==> config.mk <==
export PLATFORM = sky130hd
export DESIGN_NAME = split_descriptor_unit
export DESIGN_NICKNAME = d
export VERILOG_FILES = /design/src/hdl/desc_word0_decode.v /design/src/hdl/split_descriptor_unit.v
export VERILOG_INCLUDE_DIRS = /design/src /design/src/hdl
export SDC_FILE = /design/constraint.sdc
export NUM_CORES = 1
export LEC_CHECK = 0
export ABC_AREA = 1
export BUFFER_PORTS_ARGS = -buffer_cell sky130_fd_sc_hd__buf_2
export CAP_MARGIN = 15
export CORE_MARGIN = 4
export CORE_UTILIZATION = 40
export CTS_BUF_LIST = sky130_fd_sc_hd__clkbuf_16
export DETAILED_ROUTE_END_ITERATION = 12
export PLACE_DENSITY = 0.72
export SLEW_MARGIN = 10
export SYNTH_ARGS = -nofsm -noshare
export SYNTH_HDL_FRONTEND = slang
export SYNTH_HIERARCHICAL = 1
export SYNTH_SLANG_ARGS = --single-unit
==> constraint.sdc <==
create_clock -name CLK -period 1.5 [get_ports CLK]
set_input_delay 0.075 -clock CLK [delete_from_list [all_inputs] [get_ports CLK]]
set_output_delay 0.075 -clock CLK [all_outputs]
set_load 0.02 [all_outputs]
==> src/hdl/split_desc_defs.vh <==
// Field positions, limits and codes for split transfer descriptors
`ifndef SPLIT_DESC_DEFS_VH
`define SPLIT_DESC_DEFS_VH

// First doubleword (shared by bulk/control and isochronous forms)
`define DW0_EP_LSB_BIT      31
`define DW0_MAXLEN_HI       28
`define DW0_MAXLEN_LO       18
`define DW0_COUNT_HI        17
`define DW0_COUNT_LO        3
`define DW0_ACTIVE_BIT      0

// Second doubleword, bit positions counted from bit 0 of that word itself
`define DW1_SPEED_HI        17
`define DW1_SPEED_LO        16
`define DW1_EP_HI           2
`define DW1_EP_LO           0

// Speed codes, high bit first
`define SPEED_LOW           2'h2
`define SPEED_FULL          2'h0

// Payload and byte count limits at full speed
`define FS_MAX_PAYLOAD      11'h040
`define FS_ISO_MAX_COUNT    15'h0400

// Fourth doubleword: start-split mask and per-microframe results
`define DW4_SS_MASK_HI      7
`define DW4_SS_MASK_LO      0
`define DW4_STATUS_BASE     8
`define STATUS_W            3

// Fifth doubleword: complete-split mask and first received counts
`define DW5_CS_MASK_HI      7
`define DW5_CS_MASK_LO      0

// Widths
`define MAXLEN_W            11
`define COUNT_W             15
`define UFRAMES             8
`define RXCNT_W             8

`endif

==> src/hdl/desc_word0_decode.v <==
// Field decode and limit check of the first descriptor doubleword
`timescale 1ns/1ps
`include "split_desc_defs.vh"

module desc_word0_decode (
  // Raw words
  input  wire [31:0]              word0,
  input  wire [31:0]              word1,
  input  wire                     iso_form,
  // Decoded fields
  output wire [3:0]               endpoint_number,
  output wire [`MAXLEN_W-1:0]     max_payload_len,
  output wire [`COUNT_W-1:0]      transfer_byte_count,
  output wire                     active,
  output wire [1:0]               split_speed_code,
  output wire                     low_speed,
  output wire                     field_error
);

  wire speed_bad;
  wire len_bad;
  wire count_bad;

  assign endpoint_number     = {word1[`DW1_EP_HI:`DW1_EP_LO], word0[`DW0_EP_LSB_BIT]};
  assign max_payload_len     = word0[`DW0_MAXLEN_HI:`DW0_MAXLEN_LO];
  assign transfer_byte_count = word0[`DW0_COUNT_HI:`DW0_COUNT_LO];
  assign active              = word0[`DW0_ACTIVE_BIT];
  assign split_speed_code    = word1[`DW1_SPEED_HI:`DW1_SPEED_LO];

  assign low_speed = (split_speed_code == `SPEED_LOW);
  // Iso form carries no speed code here, so only bulk/control is checked
  assign speed_bad = !iso_form && (split_speed_code != `SPEED_LOW) &&
                     (split_speed_code != `SPEED_FULL);
  assign len_bad   = !low_speed && (max_payload_len > `FS_MAX_PAYLOAD);
  assign count_bad = iso_form && (transfer_byte_count > `FS_ISO_MAX_COUNT);

  assign field_error = speed_bad | len_bad | count_bad;

endmodule // desc_word0_decode

==> src/hdl/split_descriptor_unit.v <==
// Split transfer descriptor holder: decode, execution status and write-back
`timescale 1ns/1ps
`include "split_desc_defs.vh"

// Operating notes
//
// Load path
// - One strobe captures all four loaded words of a descriptor
// - Decode is combinational, capture is registered
// - Fields appear one cycle after the strobe
// - Fields hold until the next strobe or reset
// - Back to back strobes are fine
// - A strobe beats any engine event in its cycle
//
// Refusals
// - Cleared active bit: never requested
// - Bad speed code on bulk/control: flagged as error
// - Oversize payload above low speed: flagged as error
// - Oversize iso byte count: flagged as error
// - A refused descriptor counts as a fatal end
// - Error flag only set when the active bit was set
//
// Engine side
// - Request stays high while descriptor is active
// - Done or fatal ends it in the following cycle
// - Fatal end leaves the error flag set
// - Events while idle are ignored
//
// Microframe side
// - Results accepted only for an active iso descriptor
// - Status stored only where start split was armed
// - Received counts stored only for inbound transfers
// - Complete-split bit drops once its split is done
// - Outbound loads never arm complete splits
// - Results survive the end of the descriptor
//
// Write-back image
// - First word returns loaded bits with live active bit
// - Fourth word: start mask low, results above
// - Fifth word: complete mask low, counts 0 to 2 above
// - Sixth word: counts 3 to 6
// - Seventh word: count 7, upper bits zero
// - Image is combinational from the registers
//
// Limitations
// - Only words 0, 1, 4 and 5 are loaded
// - Reserved load bits pass through to write-back
// - No frame number check on microframe results
// - Speed check skipped for iso, no code there
// - Payload limit also applies to iso targets
//

module split_descriptor_unit (
  // Clock and reset
  input  wire                     CLK,
  input  wire                     SRST,
  // Descriptor load from shared memory
  input  wire                     LOAD_VALID,
  input  wire                     LOAD_ISO,
  input  wire                     LOAD_IN_DIR,
  input  wire [31:0]              LOAD_DW0,
  input  wire [31:0]              LOAD_DW1,
  input  wire [31:0]              LOAD_DW4,
  input  wire [31:0]              LOAD_DW5,
  // Execution engine events
  input  wire                     EXEC_DONE,
  input  wire                     EXEC_FATAL,
  input  wire                     UF_VALID,
  input  wire [2:0]               UF_INDEX,
  input  wire [`STATUS_W-1:0]     UF_STATUS,
  input  wire [`RXCNT_W-1:0]      UF_RX_BYTES,
  input  wire                     UF_CS_DONE,
  // Decoded view
  output wire                     EXEC_REQ,
  output reg  [3:0]               ENDPOINT_NUMBER,
  output reg  [`MAXLEN_W-1:0]     MAX_PAYLOAD_LEN,
  output reg  [`COUNT_W-1:0]      TRANSFER_BYTE_COUNT,
  output reg                      LOW_SPEED,
  output reg                      DESC_ERROR,
  output wire [`UFRAMES-1:0]      START_SPLIT_MASK,
  output wire [`UFRAMES-1:0]      COMPLETE_SPLIT_MASK,
  // Write-back image
  output wire [31:0]              WB_DW0,
  output wire [31:0]              WB_DW4,
  output wire [31:0]              WB_DW5,
  output wire [31:0]              WB_DW6,
  output wire [31:0]              WB_DW7
);

  reg  [31:0]                     dw0_q;
  reg                             active_q;
  reg                             iso_q;
  reg                             in_dir_q;
  reg  [`UFRAMES-1:0]             ss_mask_q;
  reg  [`UFRAMES-1:0]             cs_mask_q;
  reg  [`UFRAMES*`STATUS_W-1:0]   status_q;
  reg  [`UFRAMES*`RXCNT_W-1:0]    rx_bytes_q;

  wire [3:0]                      dec_ep;
  wire [`MAXLEN_W-1:0]            dec_len;
  wire [`COUNT_W-1:0]             dec_count;
  wire                            dec_active;
  wire                            dec_low;
  wire                            dec_error;

  // Combinational decode of the incoming words
  desc_word0_decode u_dec (
    .word0               (LOAD_DW0),
    .word1               (LOAD_DW1),
    .iso_form            (LOAD_ISO),
    .endpoint_number     (dec_ep),
    .max_payload_len     (dec_len),
    .transfer_byte_count (dec_count),
    .active              (dec_active),
    .split_speed_code    (),
    .low_speed           (dec_low),
    .field_error         (dec_error)
  );

  // Descriptor fields, latched on load
  always @(posedge CLK) begin
    if (SRST) begin
      dw0_q               <= 32'h00000000;
      iso_q               <= 1'b0;
      in_dir_q            <= 1'b0;
      ENDPOINT_NUMBER     <= 4'h0;
      MAX_PAYLOAD_LEN     <= {`MAXLEN_W{1'b0}};
      TRANSFER_BYTE_COUNT <= {`COUNT_W{1'b0}};
      LOW_SPEED           <= 1'b0;
    end else if (LOAD_VALID) begin
      dw0_q               <= LOAD_DW0;
      iso_q               <= LOAD_ISO;
      in_dir_q            <= LOAD_IN_DIR;
      ENDPOINT_NUMBER     <= dec_ep;
      MAX_PAYLOAD_LEN     <= dec_len;
      TRANSFER_BYTE_COUNT <= dec_count;
      LOW_SPEED           <= dec_low;
    end
  end

  // Active flag; a bad field set counts as fatal, so it never starts
  always @(posedge CLK) begin
    if (SRST) begin
      active_q   <= 1'b0;
      DESC_ERROR <= 1'b0;
    end else if (LOAD_VALID) begin
      active_q   <= dec_active & ~dec_error;
      DESC_ERROR <= dec_active & dec_error;
    end else if (active_q && (EXEC_DONE || EXEC_FATAL)) begin
      active_q   <= 1'b0;
      DESC_ERROR <= EXEC_FATAL;
    end
  end

  assign EXEC_REQ = active_q;

  // Per-microframe masks, status and received counts
  genvar g;
  generate
    for (g = 0; g < `UFRAMES; g = g + 1) begin : g_uframe
      wire hit;
      assign hit = active_q && iso_q && UF_VALID && (UF_INDEX == g);

      always @(posedge CLK) begin
        if (SRST) begin
          ss_mask_q[g]                           <= 1'b0;
          cs_mask_q[g]                           <= 1'b0;
          status_q[g*`STATUS_W +: `STATUS_W]     <= {`STATUS_W{1'b0}};
          rx_bytes_q[g*`RXCNT_W +: `RXCNT_W]     <= {`RXCNT_W{1'b0}};
        end else if (LOAD_VALID) begin
          // A new descriptor overrides any event in the same cycle
          ss_mask_q[g]                           <= LOAD_ISO & LOAD_DW4[`DW4_SS_MASK_LO + g];
          cs_mask_q[g]                           <= LOAD_ISO & LOAD_IN_DIR &
                                                    LOAD_DW5[`DW5_CS_MASK_LO + g];
          status_q[g*`STATUS_W +: `STATUS_W]     <= {`STATUS_W{1'b0}};
          rx_bytes_q[g*`RXCNT_W +: `RXCNT_W]     <= {`RXCNT_W{1'b0}};
        end else if (hit) begin
          if (ss_mask_q[g]) begin
            status_q[g*`STATUS_W +: `STATUS_W]   <= UF_STATUS;
          end
          if (ss_mask_q[g] && in_dir_q) begin
            rx_bytes_q[g*`RXCNT_W +: `RXCNT_W]   <= UF_RX_BYTES;
          end
          if (UF_CS_DONE) begin
            cs_mask_q[g]                         <= 1'b0;
          end
        end
      end
    end
  endgenerate

  assign START_SPLIT_MASK    = ss_mask_q;
  assign COMPLETE_SPLIT_MASK = cs_mask_q;

  assign WB_DW0 = {dw0_q[31:1], active_q};
  // Iso image words four to seven
  assign WB_DW4 = {status_q, ss_mask_q};
  assign WB_DW5 = {rx_bytes_q[3*`RXCNT_W-1:0], cs_mask_q};
  assign WB_DW6 = rx_bytes_q[7*`RXCNT_W-1:3*`RXCNT_W];
  // Upper bits of the last word are reserved, read as zero
  assign WB_DW7 = {24'h000000, rx_bytes_q[8*`RXCNT_W-1:7*`RXCNT_W]};

endmodule // split_descriptor_unit

==> run metrics, run 1 <==
outcome complete, no violations; port bufs 260; Clock Latency Late Sink 0.42 ns; Cell Area, Synth between 0.007 and 0.008 mm2; post-route ant nets 0; Layout area overhead 33.1%; Worst Path Arrival 1.70 ns; Initial Util between 40% and 50%; Mapped Cells 948; clock slew at reported path FFs 0.07 ns; I/O pin cnt 360; most frequent cells in the layout 260 x buf_2, 176 x nor2_1, 170 x dfxtp_1; Worst Path Required about 1.9 ns; clk buf depth 2; routed wire length 23100 um; initial antenna violation count 0; Fin. Hold Viols 0; Post-Place Worst Slack 0.0600 ns; pwr dens 1090 mW/mm2; Setup-failing EPs final 0; DRC Markers 0; setup TNS 0 ns; Fmax 741 MHz; Core ar. 0.0174 mm2; Leakage around 4.4 nW; H-tree levels 4; Period Utilization, post-route 89.9%; YS warnings 6; worst vdd ir 728 uV; Total GRT Usage 22.7%; die area 0.0200 mm2; RSZ-0062 raised after global routing false; syn avg cell area 7.50 um2; Num CTS Buffers 17; clock tree root driver cell clkbuf_16; Setup CP Type flop to flop; Min-Delay Path Class primary input to flop; min Tclk post-route around 1.3 ns; routability cong. 0.827; Vias/cell between 4 and 5; initial detailed-routing violation count 367; DR vias 7184; die height between 100 and 150 um; Startpoint Class flop; Placed Cells ~1.4k; most common cell after layout, fill and taps aside buf_2; Layout Cells excl Fill roughly 1.5k; share of cells above drive strength 1 between 20% and 30%; Clock Sinks 170; CTS tree built; Final Max Slew Viols 0; n_diodes 0; Setup WS post-layout roughly 0.15 ns; Overflow after GRT 0; critical path endpoint category flop; total power 10.3 mW; vias in the first global route 6824; largest net degree at the start of global routing 65; Layout Nets 1368; Max-cap violations 0; drt pass-1 iters 4; Die X about 140 um; # fillers about 1.6k; Detailed Place HPWL 16000 um; first-pass GRT wire length 36400 um; Crit Path Max Fanout 10; routed length per placed instance 15.9 um; floorplan row count 48; Finished Core Util 54.5%; Worst Skew about 0.007 ns
path summary, 6_finish.rpt:
| check | startpoint | to | slack (ns) | cells after the start |
|---|---|---|---|---|
| worst max register to register | EXEC_REQ$_SDFFE_PP0P_ | WB_DW4[29]$_SDFFE_PP0P_ | 0.15 | 5 |
| worst min-delay path | UF_CS_DONE | COMPLETE_SPLIT_MASK[4]$_SDFFE_PP0P_ | 0.03 | 4 |
| worst max-delay path | EXEC_REQ$_SDFFE_PP0P_ | WB_DW4[29]$_SDFFE_PP0P_ | 0.15 | 5 |
| worst min register to register | WB_DW7[7]$_SDFFE_PP0P_ | WB_DW7[7]$_SDFFE_PP0P_ | 0.46 | 2 |
state kept, by name, indices dropped and copies added, names as in the netlist:
| register | count |
|---|---|
| COMPLETE_SPLIT_MASK | 8 |
| DESC_ERROR | 1 |
| ENDPOINT_NUMBER | 4 |
| EXEC_REQ | 1 |
| LOW_SPEED | 1 |
| MAX_PAYLOAD_LEN | 11 |
| START_SPLIT_MASK | 8 |
| TRANSFER_BYTE_COUNT | 15 |
| WB_DW4 | 24 |
| WB_DW5 | 24 |
| WB_DW6 | 32 |
| WB_DW7 | 8 |
| dw0_q | 31 |
| in_dir_q | 1 |
| iso_q | 1 |
worst max-delay path: stages (launching register included):
cell and delay [ns]:
dfxtp_1 0.41, nand3_4 0.17, nor2_2 0.24, buf_4 0.20, nand3_1 0.08, a21oi_1 0.17
per-stage QoR:
step	hold WS, ns	area (um2)
floorplan	0.144	7200
global placement	0.297	8310
detailed placement	0.302	8310
CTS	0.0131	9440
global route	0.0130	9460
finish	0.0264	9460
routing by layer:
layer	track usage, %	share of wire [%]
met1	28.6	41
met4	7.04	2.0
met2	37.3	46
met5	0	0
met3	6.81	10
repair_timing:
| action | 4_1_cts | 5_1_grt |
|---|---|---|
| resized for setup | 0 | 5 |
| setup endpoints to repair | 0 | 27 |
| setup buffers | 0 | 0 |
| hold buffers | 55 | 0 |
| hold endpoints to repair | 80 | 0 |
where the power goes:
part | total, mW | leakage, nW | switching [mW] | internal, mW
clock | 4.42 | 0.281 | 2.06 | 2.36
sequential | 4.71 | 1.39 | 0.0688 | 4.65
combinational | 1.16 | 2.70 | 0.757 | 0.404
layout make-up:
type / instances / area [um2] / share of cell area, %
inverters: 40 / 150 / 1.59
clock inverters: 15 / 155 / 1.64
repair buffers: 351 / 2200 / 23.2
multi-input cells: 637 / 2850 / 30.1
well taps: 225 / 282 / 2.98
flip-flops and latches: 170 / 3400 / 36.0
clock buffers: 17 / 425 / 4.50
(Power assumes the default switching activity.)
==> inputs of run 2 (changes only) <==
--- a/config.mk
+++ b/config.mk
@@ -14,6 +14,7 @@
 export CTS_BUF_LIST = sky130_fd_sc_hd__clkbuf_16
 export DETAILED_ROUTE_END_ITERATION = 12
 export PLACE_DENSITY = 0.72
+export RECOVER_POWER = 25
 export SLEW_MARGIN = 10
 export SYNTH_ARGS = -nofsm -noshare
 export SYNTH_HDL_FRONTEND = slang
==> run 2 against run 1 <==
- wire length grew 0.39%
- first-iteration DRC count grew 13%
- cell count is the same
- register-to-register slack is essentially flat
- highest routed layer unchanged
- hold slack lost 0.0023 ns
- clock power is essentially flat
- critical path depth is the same
- worst setup slack lost 0.0032 ns
- power shrank 0.18%
==> run metrics, run 2 (synthesis results as in run 1) <==
min Tclk post-route 1.35 ns; Fin. Hold Viols 0; routed length per placed instance 15.9 um; Setup-failing EPs final 0; met2 usage roughly 37%; M3 GR Usage under 10%; drt pass-1 iters 5; pwr dens about 1100 mW/mm2; Setup CP Type flop to flop; Detailed Place HPWL roughly 16000 um; post-route ant nets 0; Largest register FFs 32; floorplan row count 48; Worst Path Required 1.85 ns; Overflow after GRT 0; Worst Skew between 0.006 and 0.007 ns; most frequent cells in the layout 176 x nor2_1, 175 x buf_2, 170 x dfxtp_1; clk buf depth 2; WHS 0.0241 ns; hold wc startpoint UF_CS_DONE; first-pass GRT wire length approximately 36000 um; Core ar. between 0.015 and 0.02 mm2; Crit Path Max Fanout 10; Period Utilization, post-route 90.1%; initial antenna violation count 0; RSZ-0062 raised after global routing false; die area 0.0200 mm2; Worst Path Arrival 1.71 ns; Layout Nets 1368; die height 141 um; share of cells above drive strength 1 20.8%; Fmax 740 MHz; Reg2Reg Launch Point EXEC_REQ$_SDFFE_PP0P_; Crit path max-delay family simple AND/OR/NAND/NOR gates; Startpoint Class flop; outcome complete, no violations; clock slew at reported path FFs around 0.070 ns; n_diodes 0; port bufs 260; Rel. slew slack 61.4%; Total GRT Usage 22.7%; worst vdd ir 729 uV; Crit path buffers/inverters 1; Layout Cells excl Fill 1455; Die X 141 um; total power 10.3 mW; initial detailed-routing violation count between 400 and 500; Final Max Slew Viols 0; clock tree root driver cell clkbuf_16; routability cong. 0.827; Leakage 4.03 nW; area of the multi-input gates approximately 0.0029 mm2; R2R setup slack 0.15 ns; DR vias 7196; routed wire length 23200 um; worst hold endpoint COMPLETE_SPLIT_MASK[4]$_SDFFE_PP0P_; I/O pin cnt 360; H-tree levels 4; Placed Cells 1368; Clock Latency Late Sink 0.42 ns; sequence of cells on the critical path nand3_4 -> nor2_2 -> buf_4 -> nand3_1 -> a21oi_1; CTS tree built; Register Area 0.00340 mm2; Min-Delay Path Class primary input to flop; Max-cap violations 0; GRT busiest layer met2; CP max-delay cell dfxtp_1; critical path endpoint category flop; met1 track demand over resource 28.6%; reg2reg path depth 5; largest net degree at the start of global routing 65; DRC Markers 0; # fillers 1693; delay of the slowest cell on the worst path 0.41 ns; Clock Sinks 170; Num CTS Buffers 17; Layout area overhead 31.5%; setup TNS 0 ns; reg2reg end WB_DW4[29]$_SDFFE_PP0P_; Vias/cell 4.95; most common cell after layout, fill and taps aside nor2_1; worst slew pin tran 0.579 ns; Initial Util 41.0%; Hold Path Stages 4; vias in the first global route slightly below 7k
[run 2: cell count changes in the layout (fill, tap and decap cells not counted), sizes merged]
cell	before	now
buf	296	210
clkbuf	17	103
[run 2: power by group]
group	switching [mW]	leakage (nW)	internal (mW)
clock network	2.06	0.281	2.36
logic	0.757	2.36	0.384
registers	0.0708	1.39	4.65
[run 2: worst max path at each step]
stage	slack [ns]	end	start	cells after the start
4_1_cts	0.05	WB_DW5[26]$_SDFFE_PP0P_	EXEC_REQ$_SDFFE_PP0P_	6
2_1_floorplan	0.11	WB_DW4[20]$_SDFFE_PP0P_	EXEC_REQ$_SDFFE_PP0P_	6
5_1_grt	0.002	in_dir_q$_SDFFE_PP0P_	SRST	6
6_report	0.15	WB_DW4[29]$_SDFFE_PP0P_	EXEC_REQ$_SDFFE_PP0P_	5
3_5_place_dp	0.06	WB_DW5[26]$_SDFFE_PP0P_	EXEC_REQ$_SDFFE_PP0P_	6
3_3_place_gp	0.08	WB_DW5[21]$_SDFFE_PP0P_	EXEC_REQ$_SDFFE_PP0P_	6
[run 2: area by class of cell]
type / count / share of cell area [%]
timing repair buffer: 351 / 22.3
inverter: 40 / 1.61
clock buffer: 17 / 4.55
tap: 225 / 3.01
sequential: 170 / 36.4
clock inverter: 15 / 1.66
multi-input combinational: 637 / 30.5
[run 2: worst register-to-register path, delay by kind of cell (launching register included)]
| family | cells | cell delay [ns] |
|---|---|---|
| AOI/OAI and AO/OA | 1 | 0.17 |
| buffers and inverters | 1 | 0.21 |
| DFF | 1 | 0.41 |
| and+or+nand+nor | 3 | 0.50 |
[run 2: metal layers]
| layer | up-vias | routed length, um |
|---|---|---|
| met3 | 32 | 2360 |
| met4 | 0 | 469 |
| met2 | 337 | 10800 |
| li1 | 3534 | - |
| met1 | 3293 | 9570 |
| met5 | - | 0 |
[run 2: timing repair]
action	in CTS	in global routing
setup buffers	0	0
hold endpoints to repair	80	0
endpoints found under the setup margin	0	27
hold buffers	55	0
resized for setup	0	5
[run 2: metrics by stage]
| stage | area [um2] | utilization [%] | setup WS, ns |
|---|---|---|---|
| final | 9350 | 53.9 | 0.148 |
| after floorplan | 7200 | - | 0.113 |
| after global placement | 8310 | 47.9 | 0.0826 |
| after detailed placement | 8310 | 47.9 | 0.0600 |
| after CTS | 9440 | 54.4 | 0.0501 |
| after global routing | 9350 | 53.9 | 0.00225 |
==> inputs of run 3 (changes only) <==
--- a/config.mk
+++ b/config.mk
@@ -13,7 +13,8 @@
 export CORE_UTILIZATION = 40
 export CTS_BUF_LIST = sky130_fd_sc_hd__clkbuf_16
 export DETAILED_ROUTE_END_ITERATION = 12
-export PLACE_DENSITY = 0.72
+export GPL_TIMING_DRIVEN = 0
+export PLACE_DENSITY = 0.79
 export RECOVER_POWER = 25
 export SLEW_MARGIN = 10
 export SYNTH_ARGS = -nofsm -noshare
==> run 3 against run 2 <==
- clock skew up 0.0028 ns
- sequential share of layout area down 2.1 points
- first-iteration DRC count rose by 15%
- final area up 6.3%
- non-clock buffer count increased by 82
- combinational power up 13%
- via count increased by 7.4%
- critical path depth grew 1
- core utilization is 3.4 points higher
- largest power group unchanged
- die area is the same
- clock-buffer cell count unchanged
==> run metrics, run 3 (synthesis results as in run 1) <==
Largest register FFs 32; Leakage 4.60 nW; DRC Markers 0; Num CTS Buffers 17; CP max-delay cell dfxtp_4; largest net degree at the start of global routing 19; DR vias 7725; Setup CP Type flop to flop; Setup WS post-layout 0.0570 ns; Vias/cell around 5; register share of total power between 40% and 50%; Layout area overhead 39.8%; setup TNS 0 ns; clock tree root driver cell clkbuf_16; CTS tree built; Min-Delay Path Class primary input to flop; post-route ant nets 0; routed wire length between 20000 and 30000 um; initial antenna violation count 3; Fmax just under 700 MHz; routability cong. 0.934; port bufs 252; H-tree levels 4; routed length per placed instance 16.6 um; Max-cap violations 0; # fillers between 1.5k and 2k; most frequent cells in the layout 246 x buf_2, 175 x nor2_1, 168 x dfxtp_1; Overflow after GRT 0; Logic pwr share 12.2%; Period Utilization, post-route 96.2%; switching power 3.02 mW; Layout Cells excl Fill 1540; Startpoint Class flop; Clock power frac 42.9%; Rel. slew slack between 40 and 50%; critical path endpoint category flop; pwr dens 1060 mW/mm2; RSZ-0062 raised after global routing true; Worst Path Arrival 1.79 ns; Worst Path Required 1.85 ns; clock slew at reported path FFs 0.07 ns; Die X roughly 140 um; Sw Share 28.6%; Initial Util 41.0%; share of cells above drive strength 1 29.0%; Post-Place Worst Slack -0.250 ns; Post-CTS Setup Bufs 0; die area 0.0200 mm2; Detailed Place HPWL 18100 um; most common cell after layout, fill and taps aside buf_2; initial detailed-routing violation count between 400 and 500; vias in the first global route roughly 7.2k; Crit Path Max Fanout 10; Total GRT Usage 24.4%; sequence of cells on the critical path nand2_1 -> nor2_4 -> buf_6 -> clkbuf_8 -> nand4_1 -> a21oi_1; clk buf depth 2; worst slew pin tran around 0.75 ns; Final Max Slew Viols 0; outcome complete, no violations; Int Pwr 7.52 mW; first-pass GRT wire length between 30000 and 40000 um; Placed Cells 1448; Clock Sinks 170; die height 141 um; delay of the slowest cell on the worst path 0.43 ns; drt pass-1 iters 7; worst vdd ir ~730 uV; Core ar. between 0.015 and 0.02 mm2; Setup-failing EPs final 0; Clock Latency Late Sink 0.43 ns; Worst Skew 0.00942 ns; Fin. Hold Viols 0; min Tclk post-route ~1.4 ns; Layout Nets 1450; I/O pin cnt 360; floorplan row count 48
[run 3: changes by cell type in the layout (fill, tap and decap cells not counted), sizes merged]
cell and delta:
clkbuf -36, inv -2, clkinv +3, dlygate4sd3 +2
buf +116, diode +3, clkinvlp -1
[run 3: cell type report]
cell class / instances / area, um2 / area share (%)
repair buffers: 309 / 1800 / 18.1
flip-flops and latches: 170 / 3410 / 34.3
inverters: 40 / 150 / 1.51
plain buffers: 124 / 825 / 8.29
clock buffers: 17 / 425 / 4.28
multi-input cells: 637 / 2860 / 28.8
well taps: 225 / 282 / 2.83
clock inverters: 15 / 181 / 1.82
diodes: 3 / 7.51 / 0.0755
[run 3: final timing paths]
check	slack, ns	end	start	cells past startpoint
hold / removal	0.003	EXEC_REQ$_SDFFE_PP0P_	EXEC_DONE	4
hold reg to reg	0.46	WB_DW5[21]$_SDFFE_PP0P_	WB_DW5[21]$_SDFFE_PP0P_	2
setup / recovery	0.06	WB_DW4[14]$_SDFFE_PP0P_	EXEC_REQ$_SDFFE_PP0P_	6
setup reg to reg	0.06	WB_DW4[14]$_SDFFE_PP0P_	EXEC_REQ$_SDFFE_PP0P_	6
[run 3: worst max-delay path: cells and delay by family (launching register included)]
family	cells	cell delay [ns]
DFF	1	0.43
and+or+nand+nor	3	0.39
AOI/OAI and AO/OA	1	0.19
buffers and inverters	2	0.34
[run 3: per-layer routing]
layer  global-route usage (%)  share of wire (%)
met3                     6.74                 10
met4                     10.9                4.0
met2                     40.4                 47
met5                        0                  0
met1                     29.6                 39
[run 3: timing repair]
item / CTS / global route
endpoints found under the hold margin: 74 / 1
hold buffers: 57 / 1
resized for setup: 5 / 13
pin swaps: 0 / 1
setup endpoints to repair: 97 / 58
[run 3: power by group through the flow]
| stage | clock [mW] | sequential (mW) | combinational [mW] |
|---|---|---|---|
| CTS | 4.59 | 4.73 | 1.26 |
| detailed placement | 0 | 4.83 | 1.14 |
| global route | 4.79 | 4.74 | 1.38 |
| finish | 4.53 | 4.73 | 1.29 |
| global placement | 0 | 4.83 | 1.13 |
| floorplan | 0 | 4.98 | 0.526 |
[run 3: metrics by stage]
stage	hold WS [ns]	total power, mW	utilization [%]	area, um2
2_1_floorplan	0.144	5.50	-	7200
3_3_place_gp	0.300	5.96	50.4	8740
3_5_place_dp	0.304	5.97	50.4	8740
4_1_cts	0.000129	10.6	57.2	9930
5_1_grt	0.0276	10.9	57.3	9940
6_report	0.00282	10.5	57.3	9940
